### config.mk
export PLATFORM = sky130hd
export DESIGN_NAME = gsfc_top
export DESIGN_NICKNAME = d
export VERILOG_FILES = /design/src/include/gsfc_pkg.sv /design/src/include/gsfc_mem_if.sv /design/src/hw/gsfc_mem.sv /design/src/hw/gsfc_top.sv
export SDC_FILE = /design/constraint.sdc
export NUM_CORES = 2
export LEC_CHECK = 0
export ABC_AREA = 1
export BUFFER_PORTS_ARGS = -buffer_cell sky130_fd_sc_hd__clkbuf_2
export CORE_MARGIN = 3
export CORE_UTILIZATION = 55
export DETAILED_ROUTE_END_ITERATION = 8
export GPL_ROUTABILITY_DRIVEN = 0
export PLACE_DENSITY = 0.71
export SLEW_MARGIN = 10
export SYNTH_ARGS = -nofsm -noshare
export SYNTH_HDL_FRONTEND = slang
export SYNTH_SLANG_ARGS = --single-unit
export TNS_END_PERCENT = 30
### constraint.sdc
create_clock -name SYS_CLK -period 12.1 [get_ports SYS_CLK]
set_clock_uncertainty 0.2 [all_clocks]
set_input_delay 1.815 -clock SYS_CLK [delete_from_list [all_inputs] [get_ports SYS_CLK]]
set_output_delay 1.815 -clock SYS_CLK [all_outputs]
set_load 0.03 [all_outputs]
### src/include/gsfc_pkg.sv
// gsfc_pkg: shared constants and types of the sample FIFO control block
// assumes a 250 MHz system clock and an APB register bus with 32-bit data
package gsfc_pkg;

  // ***************************************************************
  // clock and sample-rate timing
  // ***************************************************************
  localparam int unsigned CLK_PERIOD_NS      = 4;
  localparam int unsigned ODR_BASE_PERIOD_NS = 1250000;
  localparam int unsigned ODR_BASE_CYCLES    = ODR_BASE_PERIOD_NS / CLK_PERIOD_NS;

  // ***************************************************************
  // geometry
  // ***************************************************************
  localparam int unsigned FIFO_DEPTH = 32;
  localparam int unsigned SAMPLE_W   = 16;
  localparam int unsigned CNT_W      = 6;
  localparam int unsigned ADDR_W     = 8;
  localparam int unsigned DATA_W     = 32;
  localparam int unsigned ADDR_LSB   = 2;
  localparam int unsigned IDX_W      = ADDR_W - ADDR_LSB;

  // ***************************************************************
  // register indices, byte address is four times the index
  // ***************************************************************
  localparam logic [IDX_W-1:0] IDX_STATUS_MIRROR = 6'h00;
  localparam logic [IDX_W-1:0] IDX_DATA_XY       = 6'h01;
  localparam logic [IDX_W-1:0] IDX_DATA_Z        = 6'h02;
  localparam logic [IDX_W-1:0] IDX_FIFO_STATUS   = 6'h08;
  localparam logic [IDX_W-1:0] IDX_FIFO_SETUP    = 6'h09;
  localparam logic [IDX_W-1:0] IDX_CTRL_ONE      = 6'h13;

  // ***************************************************************
  // fields and reset values
  // ***************************************************************
  localparam int unsigned STAT_OVF_BIT   = 7;
  localparam int unsigned STAT_WMK_BIT   = 6;
  localparam int unsigned SETUP_MODE_LSB = 6;
  localparam int unsigned WML_W          = 6;
  localparam int unsigned PWR_ACTIVE_BIT = 1;
  localparam int unsigned RATE_LSB       = 2;
  localparam int unsigned RATE_W         = 3;
  localparam logic [1:0]  MODE_OFF       = 2'h0;
  localparam logic [1:0]  MODE_CIRC      = 2'h1;
  localparam logic [7:0]  SETUP_RST      = 8'h00;
  localparam logic [7:0]  CTRL_ONE_RST   = 8'h00;
  localparam logic [7:0]  CTRL_ONE_MASK  = 8'h1F;

  typedef enum logic [1:0]
  {
    APB_IDLE   = 2'b01,
    APB_ANSWER = 2'b10
  } gsfc_apb_e;

  typedef struct packed
  {
    logic [SAMPLE_W-1:0] z;
    logic [SAMPLE_W-1:0] y;
    logic [SAMPLE_W-1:0] x;
  } gsfc_entry_s;

endpackage : gsfc_pkg

### src/include/gsfc_mem_if.sv
// gsfc_mem_if: write and read port of the sample store
// assumes one clock shared by both ends
`timescale 1ns/100ps
`default_nettype none
interface gsfc_mem_if #(parameter int unsigned AW = 5);
  logic                  we;
  logic [AW-1:0]         waddr;
  logic [AW-1:0]         raddr;
  gsfc_pkg::gsfc_entry_s wdata;
  gsfc_pkg::gsfc_entry_s rdata;

  modport ctrl (output we, output waddr, output wdata, output raddr, input rdata);
  modport mem  (input we, input waddr, input wdata, input raddr, output rdata);
endinterface : gsfc_mem_if
`default_nettype wire

### src/hw/gsfc_mem.sv
// gsfc_mem: sample store, one three-axis entry per word, registered read
// assumes the controller never writes past the depth it was built for
`timescale 1ns/100ps
`default_nettype none
module gsfc_mem #(
  parameter int unsigned DEPTH = gsfc_pkg::FIFO_DEPTH
) (
  input wire logic clk,
  gsfc_mem_if.mem  bus
);

  gsfc_pkg::gsfc_entry_s store [DEPTH];

  always_ff @(posedge clk)
  begin
    if (bus.we)
    begin
      store[bus.waddr] <= bus.wdata;
    end
    bus.rdata <= store[bus.raddr];
  end

endmodule : gsfc_mem
`default_nettype wire

### src/hw/gsfc_top.sv
// gsfc_top: sample FIFO control with APB register slave
// assumes synchronous inputs on SYS_CLK and an APB master that holds its request
//
// Function
// RULE1 - status byte readable at index 0x00 identical to the FIFO status register.
// RULE2 - entering active mode from standby or ready resets the FIFO status.
// RULE3 - sample arriving while 32 samples held sets overflow flag, status bit 7.
// RULE4 - overflow flag clears once the sample count drops below 32.
// RULE5 - watermark flag, status bit 6, set while count at or above level.
// RULE6 - watermark flag drops once count falls below the level.
// RULE7 - six-bit sample count in status bits 5:0, zero means empty.
// RULE8 - samples enter at the output data rate picked by rate select bits.
// RULE9 - host should change FIFO setup only in standby.
// RULE10 - mode field bits 7:6: 00 off, 01 circular, 1x stop.
// RULE11 - circular mode at full: oldest sample dropped, newest stored.
// RULE12 - stop mode at full: new samples refused, contents kept.
// RULE13 - host disables the FIFO before switching circular and stop.
// RULE14 - disabled FIFO is emptied, count back to zero.
// RULE15 - disabled FIFO clears the watermark flag.
// RULE16 - watermark level zero never raises the watermark flag.
// RULE17 - storage continues past the watermark level.
// RULE18 - watermark level held in setup bits 5:0, reset to zero.
// RULE19 - FIFO event output is overflow OR watermark.
// RULE20 - each entry holds X, Y and Z captured at one rate tick.
//
// Implementation choice: the APB interface to the registers.
`timescale 1ns/100ps
`default_nettype none
module gsfc_top #(
  parameter int unsigned ODR_BASE_CYCLES = gsfc_pkg::ODR_BASE_CYCLES,
  parameter int unsigned DEPTH           = gsfc_pkg::FIFO_DEPTH
) (
  input  wire logic                          SYS_CLK,
  input  wire logic                          RESETN,
  input  wire logic                          PSEL,
  input  wire logic                          PENABLE,
  input  wire logic                          PWRITE,
  input  wire logic [gsfc_pkg::ADDR_W-1:0]   PADDR,
  input  wire logic [gsfc_pkg::DATA_W-1:0]   PWDATA,
  output wire logic [gsfc_pkg::DATA_W-1:0]   PRDATA,
  output wire logic                          PREADY,
  output wire logic                          PSLVERR,
  input  wire logic [gsfc_pkg::SAMPLE_W-1:0] SAMPLE_X,
  input  wire logic [gsfc_pkg::SAMPLE_W-1:0] SAMPLE_Y,
  input  wire logic [gsfc_pkg::SAMPLE_W-1:0] SAMPLE_Z,
  output wire logic                          FIFO_EVENT
);

  localparam int unsigned    PW       = $clog2(DEPTH);
  localparam int unsigned    CW       = gsfc_pkg::CNT_W;
  localparam logic [CW-1:0]  FULL_CNT = CW'(DEPTH);

  // ***************************************************************
  // declarations
  // ***************************************************************
  gsfc_pkg::gsfc_apb_e           apb_st_r;
  gsfc_pkg::gsfc_apb_e           apb_st_nxt;
  logic                          pready_r;
  logic                          pready_nxt;
  logic                          pslverr_r;
  logic                          pslverr_nxt;
  logic [gsfc_pkg::DATA_W-1:0]   prdata_r;
  logic [gsfc_pkg::DATA_W-1:0]   prdata_nxt;
  logic [gsfc_pkg::DATA_W-1:0]   rd_val;
  logic                          hit;
  logic                          commit;
  logic                          wr_commit;
  logic                          pop_req;
  logic [gsfc_pkg::IDX_W-1:0]    reg_idx;
  logic [7:0]                    status_byte;
  logic [7:0]                    setup_r;
  logic [7:0]                    setup_nxt;
  logic [7:0]                    ctrl_r;
  logic [7:0]                    ctrl_nxt;
  logic [1:0]                    mode;
  logic                          fifo_on;
  logic                          circ;
  logic                          stop;
  logic                          active;
  logic                          enter_active;
  logic                          flush;
  logic [gsfc_pkg::RATE_W-1:0]   rate;
  logic [gsfc_pkg::WML_W-1:0]    wml;
  logic [31:0]                   tick_period;
  logic [31:0]                   tick_cnt_r;
  logic [31:0]                   tick_cnt_nxt;
  logic                          tick;
  logic                          push;
  logic                          pop;
  logic                          full_eff;
  logic                          accept;
  logic                          drop;
  logic                          hit_full;
  logic [PW-1:0]                 wr_ptr_r;
  logic [PW-1:0]                 wr_ptr_nxt;
  logic [PW-1:0]                 rd_ptr_r;
  logic [PW-1:0]                 rd_ptr_nxt;
  logic [CW-1:0]                 cnt_r;
  logic [CW-1:0]                 cnt_nxt;
  logic                          ovf_r;
  logic                          ovf_nxt;
  logic                          wmk_r;
  logic                          wmk_nxt;
  logic                          event_r;
  logic                          event_nxt;

  gsfc_mem_if #(.AW(PW)) mem_bus ();

  gsfc_mem #(
    .DEPTH (DEPTH)
  ) u_mem (
    .clk (SYS_CLK),
    .bus (mem_bus.mem)
  );

  // ***************************************************************
  // register read mux
  // ***************************************************************
  assign reg_idx     = PADDR[gsfc_pkg::ADDR_W-1:gsfc_pkg::ADDR_LSB];
  assign status_byte = {ovf_r, wmk_r, cnt_r};

  always_comb
  begin
    hit    = 1'b1;
    rd_val = 32'h0000_0000;
    case (reg_idx)
      gsfc_pkg::IDX_STATUS_MIRROR,
      gsfc_pkg::IDX_FIFO_STATUS:
      begin
        rd_val = {24'h00_0000, status_byte}; // RULE1
      end
      gsfc_pkg::IDX_DATA_XY:
      begin
        rd_val = {mem_bus.rdata.y, mem_bus.rdata.x};
      end
      gsfc_pkg::IDX_DATA_Z:
      begin
        rd_val = {16'h0000, mem_bus.rdata.z};
      end
      gsfc_pkg::IDX_FIFO_SETUP:
      begin
        rd_val = {24'h00_0000, setup_r};
      end
      gsfc_pkg::IDX_CTRL_ONE:
      begin
        rd_val = {24'h00_0000, ctrl_r};
      end
      default:
      begin
        hit = 1'b0;
      end
    endcase
  end

  // ***************************************************************
  // APB slave: answer one cycle into the access phase
  // ***************************************************************
  always_comb
  begin
    apb_st_nxt  = apb_st_r;
    pready_nxt  = 1'b0;
    pslverr_nxt = 1'b0;
    prdata_nxt  = prdata_r;
    commit      = 1'b0;
    case (apb_st_r)
      gsfc_pkg::APB_IDLE:
      begin
        if (PSEL && PENABLE)
        begin
          apb_st_nxt  = gsfc_pkg::APB_ANSWER;
          pready_nxt  = 1'b1;
          pslverr_nxt = !hit;
          prdata_nxt  = PWRITE ? 32'h0000_0000 : rd_val;
        end
      end
      gsfc_pkg::APB_ANSWER:
      begin
        apb_st_nxt = gsfc_pkg::APB_IDLE;
        commit     = PSEL && PENABLE;
      end
      default:
      begin
        apb_st_nxt = gsfc_pkg::APB_IDLE;
      end
    endcase
  end

  assign wr_commit = commit && PWRITE && hit;
  assign pop_req   = commit && !PWRITE && (reg_idx == gsfc_pkg::IDX_DATA_Z);

  always_ff @(posedge SYS_CLK)
  begin
    if (!RESETN)
    begin
      apb_st_r  <= gsfc_pkg::APB_IDLE;
      pready_r  <= 1'b0;
      pslverr_r <= 1'b0;
      prdata_r  <= 32'h0000_0000;
    end
    else
    begin
      apb_st_r  <= apb_st_nxt;
      pready_r  <= pready_nxt;
      pslverr_r <= pslverr_nxt;
      prdata_r  <= prdata_nxt;
    end
  end

  // ***************************************************************
  // setup and control registers
  // ***************************************************************
  always_comb
  begin
    setup_nxt = setup_r;
    ctrl_nxt  = ctrl_r;
    if (wr_commit && (reg_idx == gsfc_pkg::IDX_FIFO_SETUP))
    begin
      setup_nxt = PWDATA[7:0]; // RULE18
    end
    if (wr_commit && (reg_idx == gsfc_pkg::IDX_CTRL_ONE))
    begin
      ctrl_nxt = PWDATA[7:0] & gsfc_pkg::CTRL_ONE_MASK;
    end
  end

  always_ff @(posedge SYS_CLK)
  begin
    if (!RESETN)
    begin
      setup_r <= gsfc_pkg::SETUP_RST; // RULE18
      ctrl_r  <= gsfc_pkg::CTRL_ONE_RST;
    end
    else
    begin
      setup_r <= setup_nxt;
      ctrl_r  <= ctrl_nxt;
    end
  end

  assign mode         = setup_r[gsfc_pkg::SETUP_MODE_LSB +: 2];
  assign fifo_on      = (mode != gsfc_pkg::MODE_OFF); // RULE10
  assign circ         = (mode == gsfc_pkg::MODE_CIRC); // RULE10
  assign stop         = mode[1]; // RULE10
  assign wml          = setup_r[gsfc_pkg::WML_W-1:0];
  assign active       = ctrl_r[gsfc_pkg::PWR_ACTIVE_BIT];
  assign rate         = ctrl_r[gsfc_pkg::RATE_LSB +: gsfc_pkg::RATE_W];
  assign enter_active = ctrl_nxt[gsfc_pkg::PWR_ACTIVE_BIT] && !active;
  assign flush        = !fifo_on || enter_active; // RULE2 RULE14

  // ***************************************************************
  // output data rate divider
  // ***************************************************************
  assign tick_period = 32'(ODR_BASE_CYCLES) << rate;
  assign tick        = active && (tick_cnt_r == tick_period - 32'h0000_0001); // RULE8

  always_comb
  begin
    tick_cnt_nxt = tick_cnt_r + 32'h0000_0001;
    if (!active || tick)
    begin
      tick_cnt_nxt = 32'h0000_0000;
    end
  end

  always_ff @(posedge SYS_CLK)
  begin
    if (!RESETN)
    begin
      tick_cnt_r <= 32'h0000_0000;
    end
    else
    begin
      tick_cnt_r <= tick_cnt_nxt;
    end
  end

  // ***************************************************************
  // FIFO pointers, count and flags
  // ***************************************************************
  assign push     = tick && fifo_on; // RULE8
  assign pop      = pop_req && fifo_on && (cnt_r != 6'h00);
  assign full_eff = (cnt_r == FULL_CNT) && !pop;
  assign accept   = push && !(full_eff && stop); // RULE12 RULE17
  assign drop     = push && full_eff && circ; // RULE11
  assign hit_full = push && full_eff; // RULE3

  always_comb
  begin
    cnt_nxt    = cnt_r + CW'(accept) - CW'(pop) - CW'(drop);
    wr_ptr_nxt = accept ? wr_ptr_r + PW'(1) : wr_ptr_r;
    rd_ptr_nxt = (pop || drop) ? rd_ptr_r + PW'(1) : rd_ptr_r; // RULE11
    ovf_nxt    = hit_full || (ovf_r && (cnt_nxt == FULL_CNT)); // RULE3 RULE4
    wmk_nxt    = (wml != 6'h00) && (cnt_nxt >= wml); // RULE5 RULE6 RULE16
    if (flush)
    begin
      cnt_nxt    = 6'h00; // RULE14
      wr_ptr_nxt = PW'(0);
      rd_ptr_nxt = PW'(0);
      ovf_nxt    = 1'b0;
      wmk_nxt    = 1'b0; // RULE15
    end
    event_nxt = ovf_nxt || wmk_nxt; // RULE19
  end

  always_ff @(posedge SYS_CLK)
  begin
    if (!RESETN)
    begin
      cnt_r    <= 6'h00; // RULE7
      wr_ptr_r <= PW'(0);
      rd_ptr_r <= PW'(0);
      ovf_r    <= 1'b0;
      wmk_r    <= 1'b0;
      event_r  <= 1'b0;
    end
    else
    begin
      cnt_r    <= cnt_nxt; // RULE7
      wr_ptr_r <= wr_ptr_nxt;
      rd_ptr_r <= rd_ptr_nxt;
      ovf_r    <= ovf_nxt;
      wmk_r    <= wmk_nxt;
      event_r  <= event_nxt;
    end
  end

  // ***************************************************************
  // sample store hookup, all three axes in one entry
  // ***************************************************************
  assign mem_bus.we      = accept;
  assign mem_bus.waddr   = wr_ptr_r;
  assign mem_bus.wdata.x = SAMPLE_X; // RULE20
  assign mem_bus.wdata.y = SAMPLE_Y; // RULE20
  assign mem_bus.wdata.z = SAMPLE_Z; // RULE20
  assign mem_bus.raddr   = rd_ptr_r;

  // ***************************************************************
  // outputs
  // ***************************************************************
  assign PRDATA     = prdata_r;
  assign PREADY     = pready_r;
  assign PSLVERR    = pslverr_r;
  assign FIFO_EVENT = event_r;

endmodule : gsfc_top
`default_nettype wire

==> results.md <==
* Mapped Cells at 5094
* CP Max Fanout at 17
* Post-route design area at 0.0734 mm^2
* Hold Buf Count CTS at 0
* Grt total ovfl at 0
* Worst-Margin Slew at 1250 ps
* DRC violations left at 0
* Final setup margin at 5690 ps
* Register bit total from synthesis at 1684
* WHS Endpoint: PRDATA[23]
* Post-DP Area at 0.0681 mm^2
* First-pass GRT wire length at 266000 um
* Power density of the placed cells at 156 mW/mm^2
* Vias per inst at 6.43
* Clk slew on worst S/H paths at 60 ps
* WP data required at 12560 ps
* Hold wc startpoint: u_mem.bus.rdata[23]
* Final worst path period share at 53.0%
* Total GRT Usage at 28.7%
* Reg2Reg Depth at 30
* Clock root buffer: clkbuf_16
* Setup Slack @ Placement at 4990 ps
* Chip width at 353 um
* Longest Clk Path Bufs at 3
* Fmax at 156 MHz
* R2r setup slk at 6310 ps
* Synth top area share at 69.8%
* RR Endpoint: FIFO_EVENT
* Min cycle time layout at 6410 ps
* I/O Buffers at 101
* Die height at 353 um
* WHS Path Cells at 2
* Crit path launch type: input pin
* Initial antenna violation count at 8
* Antenna viol nets, final at 0
* Total wire length at 182000 um
* Synth unique cells at 47
* Final setup violation count at 0
* Post-Syn Nets at 5218
* # nets final at 5205
* Vias at 43.9k
* CTS buffer count at 165
* MaxCap Viol Count at 0
* CTS tree: yes
* FP Rows at 126
* Clock sink count at 1684
* Area of the core at 0.119 mm^2
* Area Overhead vs Synth at 11.0%
* Outcome: complete, no violations
* Fin. Hold Viols at 0
* Largest net degree at the start of global routing at 225
* Syn_area_per_cell at 13.0 um^2
* Vias in the first global route at 41.4k
* Slew Limit Fails at 0
* Setup CP Type: in2reg
* Maximum VDD drop at 0.116 mV
* DR iter-0 viols at 6312
* Leak Pwr at 0.0237 uW
* Setup bufs post-CTS at 0
* CP arrival at 6870 ps
* Clock latency on the worst-skew pair at 770 ps
* Die area at 0.124 mm^2
* Cts repair resizes at 0
* Initial Util at 55.7%
* Leading area contributor after synthesis: edfxtp_1
* Yosys warnings at 0
* Share of cells above drive strength 1 at 9.04%
* Sequential share of the synthesized area at 74.3%
* Reg2reg start: ctrl_r[4]
* Mapped cell area at 0.0661 mm^2
* Setup TNS at 0 ps
* H-Tree Depth at 4
* Synth area leaders: edfxtp_1 (70%), o21ai_0 (6.5%), nor2_1 (5.6%)
* Dpl hpwl at 86900 um
* CP Capture Type: register
* HP Class: reg2reg
* I/O Pins at 128
* Drt pass-1 iters at 5
* Wire length per cell at 26.6 um
* RSZ-0062 raised after global routing: false
* Slew margin rel. at 16.5%
==> cell usage after synthesis, drive strengths merged <==
master,number
nand3b,4
xor2,22
o21a,2
a21oi,55
ha,29
a21o,1
nor2,993
nor3,25
clkinv,5
a211oi,1
nand4,22
o211ai,1
inv,122
edfxtp,1536
o2111ai,3
dfxtp,148
a32oi,41
clkbuf,315
nor4,7
o21ai,862
o22ai,106
buf,37
nor3b,5
nand3,168
or2,2
fa,2
a31oi,57
xnor2,3
nand2,238
o221ai,282
==> kinds of logic after synthesis <==
kind of cell             Yosys count  synth area share (%)
adder cells (fa/ha/maj)           31                 0.610
flip-flops                      1684                  74.3
AO/OA/AOI/OAI                   1411                  12.9
buffers and inverters            479                  2.80
XOR/XNOR                          25                 0.331
AND/OR/NAND/NOR                 1464                  9.10
==> power breakdown <==
group | total, uW | internal, uW | switching (uW) | leakage [uW]
clock network | 5000 | 2870 | 2140 | 0.00256
logic | 91.8 | 9.43 | 82.4 | 0.00614
registers | 6340 | 6340 | 0.249 | 0.0150
total | 11400 | 9220 | 2220 | 0.0237
==> worst max-delay path, stage by stage <==
cell	delay [ps]
clkbuf_2	130
nor2_1	80
nand4_1	100
clkinv_1	590
nand3_1	450
nand3_1	550
nand4_1	380
inv_1	120
fa_1	420
inv_1	70
ha_1	220
inv_1	60
ha_1	180
inv_1	70
fa_1	420
xor2_1	310
ha_1	300
o21a_1	100
o21ai_0	140
nand2_1	70
a21oi_1	110
nand3b_1	130
nand2_1	50
==> layer usage <==
metal,share of wire (%),GRT usage [%]
met5,0.0050,0
met2,46,44.8
met1,39,40.1
met3,11,5.79
met4,3.7,11.0
==> area by class of cell <==
class / count / area, um^2
flip-flops and latches: 1684 / 49100
fillers: 8748 / 45300
multi-input cells: 2931 / 15400
clock buffers: 221 / 4490
well taps: 1600 / 2000
repair buffers: 172 / 1090
clock inverters: 86 / 788
inverters: 127 / 504
diodes: 8 / 20.0
==> layout by cell type, fill, tap and decap left out, types with 12 or more instances in the layout <==
| cell type | instances |
|---|---|
| nand2_1 | 231 |
| ha_1 | 29 |
| buf_4 | 67 |
| nand4_1 | 17 |
| bufinv_16 | 12 |
| o221ai_1 | 282 |
| nand3_1 | 167 |
| nor2_4 | 34 |
| a31oi_1 | 57 |
| clkinv_1 | 39 |
| dfxtp_1 | 143 |
| clkinv_2 | 21 |
| clkbuf_2 | 101 |
| inv_1 | 116 |
| o22ai_1 | 106 |
| nor3_1 | 19 |
| edfxtp_1 | 1536 |
| clkbuf_16 | 170 |
| a32oi_1 | 41 |
| o21ai_0 | 860 |
| a21oi_1 | 55 |
| clkbuf_1 | 47 |
| nor2_1 | 952 |
| xor2_1 | 22 |
==> flip-flops by register name (all words and copies together) (netlist names), 2 cells and up <==
register	flops
setup_r	8
PRDATA	32
u_mem.bus.rdata	48
apb_st_r	2
mem_bus.waddr	5
u_mem.store	1536
cnt_r	6
ctrl_r	5
tick_cnt_r	32
mem_bus.raddr	5
==> how the worst max path moves through the flow <==
stage | startpoint | end
3_3_place_gp | PADDR[2] | FIFO_EVENT
2_1_floorplan | PADDR[7] | u_mem.store[31][0]
5_1_grt | PADDR[2] | FIFO_EVENT
3_5_place_dp | PADDR[4] | FIFO_EVENT
6_report | PADDR[4] | FIFO_EVENT
4_1_cts | PADDR[4] | FIFO_EVENT
==> per-stage QoR <==
stage          util, %  std cells  hold WS, ps  power [uW]
6_report          61.8       6829          218       11400
5_1_grt           61.8       6827          255       11700
4_1_cts           61.8       6821          220       11500
3_5_place_dp      57.3       6514          239        6550
3_3_place_gp      57.3       6514          230        6550
2_1_floorplan        -       5094          218        6470
(Power assumes the default switching activity.)
